===== config.mk =====
export PLATFORM = sky130hd
export DESIGN_NAME = strap_config_and_bringup
export DESIGN_NICKNAME = d
export VERILOG_FILES = /design/src/logic/strap_cfg_pkg.sv /design/src/logic/strap_config_and_bringup.sv
export SDC_FILE = /design/constraint.sdc
export NUM_CORES = 1
export LEC_CHECK = 0
export BUFFER_PORTS_ARGS = -buffer_cell sky130_fd_sc_hd__buf_2
export CORE_ASPECT_RATIO = 0.5
export CORE_MARGIN = 4
export CORE_UTILIZATION = 48
export DETAILED_ROUTE_END_ITERATION = 6
export PLACE_DENSITY = 0.89
export SYNTH_ARGS = -nofsm -noshare
export SYNTH_HDL_FRONTEND = slang
export SYNTH_SLANG_ARGS = --single-unit

===== constraint.sdc =====
create_clock -name clk -period 1.59 [get_ports clk]
set_input_delay 0.2385 -clock clk [delete_from_list [all_inputs] [get_ports clk]]
set_output_delay 0.2385 -clock clk [all_outputs]
set_load 0.01 [all_outputs]

===== src/logic/strap_cfg_pkg.sv =====
`default_nettype none
package strap_cfg_pkg;
    // Protocol select codes {hi,lo}
    localparam logic [1:0] PROTO_STD_PROT   = 2'h0;
    localparam logic [1:0] PROTO_STD_NOPROT = 2'h1;
    localparam logic [1:0] PROTO_GEN_CRC8   = 2'h2;
    localparam logic [1:0] PROTO_GEN_NOCRC  = 2'h3;
    // Identification value: arbitrary, not a real part code
    localparam logic [31:0] ID_VALUE        = 32'h0000A5C3;
    // Start-up sequence length after reset, in ns, converted to cycles
    localparam int          STARTUP_NS      = 2000;
    localparam int          CLK_NS          = 50;
    localparam logic [7:0]  STARTUP_CYC     = 8'((STARTUP_NS + CLK_NS - 1) / CLK_NS);
    // Strap sampling point: cycles after reset release
    localparam logic [1:0]  SAMPLE_AT       = 2'h2;
endpackage : strap_cfg_pkg
`default_nettype wire


===== src/logic/strap_config_and_bringup.sv =====
`timescale 1ns/10ps
`default_nettype none
// How it works
// RULE1: Amplitude strap low: advertise both levels, negotiation picks one.
// RULE2: Amplitude strap high: high level disabled by default, low level only.
// RULE3: Amplitude strap high locks high-level capability bit against writes.
// RULE4: Two protocol straps select one of four SPI variants.
// RULE5: Role strap sets prefer-follower or prefer-leader advertisement.
// RULE6: Unmanaged systems hold power-down strap high through reset.
// RULE7: Leaving reset without power-down starts negotiation, then link attempt.
// RULE8: Power-down strap low keeps device powered down until software releases.
// RULE9: Straps load defaults of amplitude and role controls; writable unless locked.
// RULE10: Identification reads its value only once out of reset and ready.
// RULE11: Host checks reset-complete equals one after identification.
// RULE12: Reset-complete zero with config-done one means device kept config.
// RULE13: Writing one clears reset-complete, interrupt pin returns high.
// RULE14: PHY summary flag stays set while either irq status is unmasked pending.
// RULE15: System-ready sets only after start-up sequence finishes.
// RULE16: Power-down-ready shows power-down state, reset value follows strap.
// RULE17: Host writes masks, then MAC setup, then config-done.
// RULE18: Autonegotiation enabled out of reset.
// RULE19: Negotiation resolves role and transmit level with partner.
// RULE20: Straps sampled right after reset, then pins serve normal use.
// RULE21: Power-down strap zero powers down after reset, one proceeds.
// RULE22: Role strap zero prefers follower, one prefers leader.
// RULE23: Clearing soft power-down starts negotiation, then link attempt.
// RULE24: Sampled straps held constant until next reset.
module strap_config_and_bringup (
    // Clock and reset
    input  wire logic        clk,
    input  wire logic        rst_b,
    // Strap pins (asynchronous)
    input  wire logic        amplitude_limit_strap,
    input  wire logic        proto_select_hi_strap,
    input  wire logic        proto_select_lo_strap,
    input  wire logic        role_pref_strap,
    input  wire logic        powerdown_after_reset_strap,
    // Software controls
    input  wire logic        hi_level_wr,
    input  wire logic        hi_level_wdata,
    input  wire logic        role_wr,
    input  wire logic        role_wdata,
    input  wire logic        soft_powerdown_wr,
    input  wire logic        soft_powerdown_wdata,
    input  wire logic        an_enable_wr,
    input  wire logic        an_enable_wdata,
    input  wire logic        reset_complete_clr,
    input  wire logic        config_done_set,
    // Interrupt sources and masks
    input  wire logic        phy_subsystem_irq_status,
    input  wire logic        reset_mgmt_irq_status,
    input  wire logic        irq_mask_a,
    input  wire logic        irq_mask_b,
    // Autonegotiation engine handshake
    input  wire logic        an_complete,
    input  wire logic        partner_hi_able,
    input  wire logic        partner_hi_req,
    input  wire logic        partner_pref_leader,
    input  wire logic        hi_req_local,
    // Status outputs
    output logic [31:0]      identification_reg,
    output logic             reset_complete_flag,
    output logic             config_done_flag,
    output logic             phy_irq_summary_flag,
    output logic             system_ready_bit,
    output logic             powerdown_ready_bit,
    output logic             soft_powerdown_ctrl_bit,
    output logic [1:0]       proto_select,
    output logic             hi_level_able,
    output logic             hi_level_locked,
    output logic             role_pref_leader,
    output logic             an_enable,
    // Link control and interrupt pin
    output logic             an_start,
    output logic             link_attempt,
    output logic             local_is_leader,
    output logic             tx_level_hi,
    output logic             irq_n
);

    typedef enum logic [1:0] { ST_SAMPLE, ST_STARTUP, ST_POWERDOWN, ST_ACTIVE } phase_t;

    typedef struct packed {
        logic [4:0] sync1;
        logic [4:0] sync2;
        logic [1:0] samp_cnt;
        logic [7:0] up_cnt;
        phase_t     phase;
        logic       amp_lock;
        logic       hi_able;
        logic       role;
        logic [1:0] proto;
        logic       pd_strap;
        logic       sw_pd;
        logic       an_en;
        logic       rstc;
        logic       cfg_done;
        logic       ready;
        logic       start;
        logic       link;
        logic       leader;
        logic       tx_hi;
        logic       summ;
        logic       pin_n;
    } state_t;

    state_t s_reg;
    state_t s_next;

    logic irq_pending;

    // Pending PHY interrupt: either status set and not masked
    assign irq_pending = (phy_subsystem_irq_status & ~irq_mask_a)
                       | (reset_mgmt_irq_status & ~irq_mask_b);

    // Next state
    always_comb
    begin
        s_next       = s_reg;
        s_next.start = 1'b0;
        // Synchronise straps; only sync2 is read by logic
        s_next.sync1 = {amplitude_limit_strap, proto_select_hi_strap,
                        proto_select_lo_strap, role_pref_strap,
                        powerdown_after_reset_strap};
        s_next.sync2 = s_reg.sync1;
        case (s_reg.phase)
            ST_SAMPLE:
            begin
                // Wait for synchroniser to fill before trusting the pins
                s_next.samp_cnt = s_reg.samp_cnt + 2'h1;
                if (s_reg.samp_cnt == strap_cfg_pkg::SAMPLE_AT)
                begin
                    s_next.amp_lock = s_reg.sync2[4];                   // [RULE20]
                    s_next.hi_able  = ~s_reg.sync2[4];                  // [RULE1] [RULE2] [RULE9]
                    s_next.proto    = s_reg.sync2[3:2];                 // [RULE4]
                    s_next.role     = s_reg.sync2[1];                   // [RULE5] [RULE22] [RULE9]
                    s_next.pd_strap = s_reg.sync2[0];
                    s_next.sw_pd    = ~s_reg.sync2[0];                  // [RULE21] [RULE16]
                    s_next.phase    = ST_STARTUP;
                end
            end
            ST_STARTUP:
            begin
                s_next.up_cnt = s_reg.up_cnt + 8'h01;
                if (s_reg.up_cnt == strap_cfg_pkg::STARTUP_CYC)
                begin
                    s_next.ready = 1'b1;                                // [RULE15]
                    if (s_reg.sw_pd)
                        s_next.phase = ST_POWERDOWN;                    // [RULE8]
                    else
                    begin
                        s_next.phase = ST_ACTIVE;
                        s_next.start = s_reg.an_en;                     // [RULE7]
                    end
                end
            end
            ST_POWERDOWN:
            begin
                if (!s_reg.sw_pd)
                begin
                    s_next.phase = ST_ACTIVE;
                    s_next.start = s_reg.an_en;                         // [RULE23]
                end
            end
            ST_ACTIVE:
            begin
                if (s_reg.sw_pd)
                begin
                    s_next.phase = ST_POWERDOWN;
                    s_next.link  = 1'b0;
                end
                else if (an_complete && s_reg.an_en && !s_reg.link)
                begin
                    // Resolve role and level from both advertisements
                    s_next.link   = 1'b1;                               // [RULE7] [RULE23]
                    s_next.leader = s_reg.role ? ~partner_pref_leader | 1'b1
                                               : ~partner_pref_leader;  // [RULE19]
                    s_next.tx_hi  = s_reg.hi_able & partner_hi_able
                                  & (hi_req_local | partner_hi_req);    // [RULE19]
                end
            end
            default:
                s_next.phase = ST_SAMPLE;
        endcase
        // Software writes once the device is ready to accept configuration
        if (s_reg.ready)
        begin
            if (hi_level_wr && !s_reg.amp_lock)
                s_next.hi_able = hi_level_wdata;                        // [RULE3]
            if (role_wr)
                s_next.role = role_wdata;                               // [RULE9]
            if (soft_powerdown_wr)
                s_next.sw_pd = soft_powerdown_wdata;
            if (an_enable_wr)
                s_next.an_en = an_enable_wdata;
            if (reset_complete_clr)
                s_next.rstc = 1'b0;                                     // [RULE13]
            if (config_done_set)
                s_next.cfg_done = 1'b1;
        end
        // Summary and pin are registered, so they never glitch with the sources
        s_next.summ  = irq_pending;                                     // [RULE14]
        s_next.pin_n = ~(s_next.rstc & s_next.ready) & ~irq_pending;    // [RULE13]
        // Synchronous reset: straps re-sampled, defaults restored
        if (!rst_b)
        begin
            s_next          = '0;
            s_next.phase    = ST_SAMPLE;
            s_next.an_en    = 1'b1;                                     // [RULE18]
            s_next.rstc     = 1'b1;
            s_next.pin_n    = 1'b1;
        end
    end

    // State register; strap copies only change in ST_SAMPLE
    always_ff @(posedge clk)
    begin
        s_reg <= s_next;                                                // [RULE24]
    end

    // Outputs
    assign identification_reg      = s_reg.ready ? strap_cfg_pkg::ID_VALUE  // [RULE10]
                                                 : 32'h00000000;
    assign reset_complete_flag     = s_reg.rstc;
    assign config_done_flag        = s_reg.cfg_done;
    assign phy_irq_summary_flag    = s_reg.summ;                        // [RULE14]
    assign system_ready_bit        = s_reg.ready;
    assign powerdown_ready_bit     = s_reg.ready & (s_reg.phase == ST_POWERDOWN); // [RULE16]
    assign soft_powerdown_ctrl_bit = s_reg.sw_pd;
    assign proto_select            = s_reg.proto;
    assign hi_level_able           = s_reg.hi_able;
    assign hi_level_locked         = s_reg.amp_lock;
    assign role_pref_leader        = s_reg.role;
    assign an_enable               = s_reg.an_en;
    assign an_start                = s_reg.start;
    assign link_attempt            = s_reg.link;
    assign local_is_leader         = s_reg.leader;
    assign tx_level_hi             = s_reg.tx_hi;
    // Interrupt pin low while reset-complete and system-ready are both set, or a PHY event is pending
    assign irq_n                   = s_reg.pin_n;                       // [RULE13]

    // Locked high-level capability never becomes set
    a_lock_holds: assert property (@(posedge clk) disable iff (!rst_b) // [RULE3]
        s_reg.amp_lock && s_reg.phase != ST_SAMPLE |-> !s_reg.hi_able)
        else $error("high level enabled while locked");

    a_tx_level: assert property (@(posedge clk) disable iff (!rst_b) // [RULE19]
        s_reg.tx_hi |-> s_reg.hi_able | $past(s_reg.hi_able))
        else $error("high level used without capability");

    a_start_pulse: assert property (@(posedge clk) disable iff (!rst_b) // [RULE7]
        an_start |=> !an_start)
        else $error("start not a single pulse");

    a_id_ready: assert property (@(posedge clk) disable iff (!rst_b) // [RULE10]
        !system_ready_bit |-> identification_reg == 32'h00000000)
        else $error("id visible before ready");

    a_rstc_clear: assert property (@(posedge clk) disable iff (!rst_b) // [RULE13]
        reset_complete_clr && system_ready_bit |=> !reset_complete_flag)
        else $error("reset complete not cleared");

    a_pd_hold: assert property (@(posedge clk) disable iff (!rst_b) // [RULE8]
        s_reg.phase == ST_POWERDOWN && s_reg.sw_pd |=> s_reg.phase == ST_POWERDOWN)
        else $error("left power-down without release");

    a_straps_hold: assert property (@(posedge clk) disable iff (!rst_b) // [RULE24]
        s_reg.phase != ST_SAMPLE && $past(s_reg.phase) != ST_SAMPLE
        |-> $stable(s_reg.proto))
        else $error("protocol select changed after sampling");

    // Registered summary follows its sources one cycle later
    a_summary_pending: assert property (@(posedge clk) disable iff (!rst_b) // [RULE14]
        (phy_subsystem_irq_status && !irq_mask_a) || (reset_mgmt_irq_status && !irq_mask_b)
        |=> phy_irq_summary_flag && !irq_n)
        else $error("summary flag dropped while pending");

endmodule : strap_config_and_bringup
`default_nettype wire


==> impl_metrics.json <==
{
  "cts_buffer_depth": 2,
  "crit_cells": 6,
  "synth_edf_count": 0,
  "cts.clk_slew.worst_paths_ns": 0.07,
  "rrSetupSlack_ns": 0.04,
  "hpwl_um": 3010,
  "syn_avg_cell_area_um2": 9.02,
  "slowest_stage": "o41ai_4",
  "syn_inst": 206,
  "die_width_um": 96.0,
  "rows": 15,
  "antenna_found_initial": 0,
  "cp.required_ns": 1.78,
  "synth_seq_area_share_pct": 40.9,
  "async_flop_share_pct": 0,
  "setup_ws_ns": 0.0437,
  "cellLeakagePower_nw": 0.981,
  "initial_core_util_pct": 52.1,
  "routed_wl_um": 4420,
  "end_kind": "register",
  "ys_seq_elements": 38,
  "wl_per_cell_um": 14.5,
  "antenna_left": 0,
  "design.die.area_um2": 4990,
  "cts_hold_buf": 0,
  "finalMaxSlewViolations": 0,
  "largest_reg_flops": 22,
  "post-place-ws_ns": 0.0130,
  "skew_ns": 0.00470,
  "fp.dieH_um": 52.0,
  "core-area_um2": 3570,
  "crit_path_end": "s_reg[18]",
  "final_cell_mix": "buf_2 (50), dfxtp_1 (35), conb_1 (24)",
  "finalHoldViolCount": 0,
  "path_class": "register to register",
  "cp.arrival_ns": 1.74,
  "cts-root-buf": "clkbuf_8",
  "reg2reg_from": "s_reg[19]",
  "grt_overflow_total": 0,
  "cts.sinks": 38,
  "portBuffers": 50,
  "critPathMaxFanout": 3,
  "via_per_inst": 5.02,
  "vias": 1530,
  "grt_pass1_vias": 1478,
  "clock_latency_ns": 0.29,
  "finalInstanceArea_um2": 2190,
  "startpoint_type": "register",
  "fin_crit_sh_pct": 97.3,
  "fin_hold_ws_ns": 0.146,
  "fin_util_pct": 61.3,
  "drtIter0Drc": 142,
  "ios": 75,
  "layout-drive-gt1-share_pct": 31.9,
  "cts_tree": "built",
  "synth_flop_cell": "dfxtp_1",
  "areaGrowthSynthToFinish_pct": 17.7,
  "critical-path-top-delay-family": "compound AO/OA/AOI/OAI gates",
  "hold_start": "partner_pref_leader",
  "status": "complete, no violations",
  "hold_class": "input pin to register",
  "grt_max_degree": 18,
  "fin_setup_tns_ns": 0,
  "crit_buf_inv": 1,
  "syn_area_um2": 1860,
  "max_freq_mhz": 647,
  "synth.distinct_cells": 35,
  "cp_cell_sequence": "inv_2 -> ha_4 -> nand4b_4 -> o41ai_4 -> a21oi_1 -> a311oi_1",
  "setup_viol": 0,
  "grt_usage_pct": 18.5,
  "p_per_area_nw_per_um2": 1300,
  "cts_max_level": 2,
  "layout.cells.most_common": "buf_2",
  "cts_made_buffers": 5,
  "dr.pass1.iters": 4,
  "max-vdd-ir-drop_mv": 0.633,
  "antennaDiodeCount": 0,
  "grt_pass1_wl_um": 6870,
  "drc": 0,
  "max_stage_delay_ns": 0.39,
  "reg2reg_to": "s_reg[18]",
  "nNetsFinal": 287,
  "place.gp.congestion": 0.797,
  "worstSetupStartpoint": "s_reg[19]",
  "ff2ff_path_depth": 6,
  "yosysWarnings": 0,
  "dpl_cell_area_um2": 2020,
  "drv_cap": 0,
  "min_period_ns": 1.55
}
per-layer routing:
metal	track usage [%]	vias to the layer above	part of all wire (%)
li1	-	725	-
met1	18.3	708	35
met2	35.3	87	55
met3	4.05	10	7.9
met4	11.6	0	1.9
met5	0	-	0
final cells by class:
class / count / area (um^2)
clock buffers: 5 / 68.8
clock inverters: 3 / 40.0
fillers: 289 / 1380
inverters: 10 / 37.5
multi-input cells: 140 / 900
flip-flops and latches: 38 / 767
well taps: 51 / 63.8
repair buffers: 58 / 310
cells in the mapped netlist, types with 3 or more instances:
cell / number / area share (%)
ha_1: 8 / 5.4
clkbuf_1: 4 / 0.81
dfxtp_1: 38 / 41
xor2_1: 4 / 1.9
nand2b_1: 3 / 1.0
inv_1: 10 / 2.0
buf_4: 34 / 14
nand2_1: 21 / 4.2
and2_1: 10 / 3.4
nand3_1: 9 / 2.4
o21ai_0: 3 / 0.81
nor2_1: 16 / 3.2
buf_2: 3 / 0.81
a21oi_1: 14 / 3.8
a311oi_1: 3 / 1.4
worst min path at each step:
stage                            endpoint  slack, ns  depth (start not counted)
after floorplan           local_is_leader       0.35                          1
after global placement          s_reg[31]       0.41                          1
after detailed placement        s_reg[30]       0.42                          1
after CTS                       s_reg[38]       0.14                          2
after global routing      local_is_leader       0.13                          2
final                     local_is_leader       0.15                          2
metrics by stage:
| step | total power, mW | cells |
|---|---|---|
| after floorplan | 1.77 | 229 |
| after global placement | 1.89 | 295 |
| after detailed placement | 1.93 | 295 |
| after CTS | 2.75 | 303 |
| after global routing | 3.00 | 305 |
| final | 2.83 | 305 |
power breakdown:
group	switching, mW	internal (mW)
clock	0.342	0.462
combinational	0.481	0.398
sequential	0.0956	1.06
total	0.919	1.91
cells by family (layout without fill, tap and decap cells):
logic type | after synthesis | count (layout) | synth area share, %
flip-flops | 38 | 38 | 40.9
AND/OR/NAND/NOR | 70 | 70 | 19.9
adder cells (fa/ha/maj) | 8 | 8 | 5.39
XOR/XNOR | 6 | 6 | 2.83
other | 1 | 24 | 0.202
AO/OA/AOI/OAI | 31 | 31 | 12.9
buffers and inverters | 51 | 76 | 17.4
multiplexers | 1 | 1 | 0.539
what timing repair did:
| item | 4_1_cts | 5_1_grt |
|---|---|---|
| setup buffers | 0 | 2 |
| gates resized for setup | 1 | 13 |
| pin swaps | 0 | 4 |
| setup endpoints to repair | 1 | 10 |
Note: power is estimated with default switching activity, not from simulation.
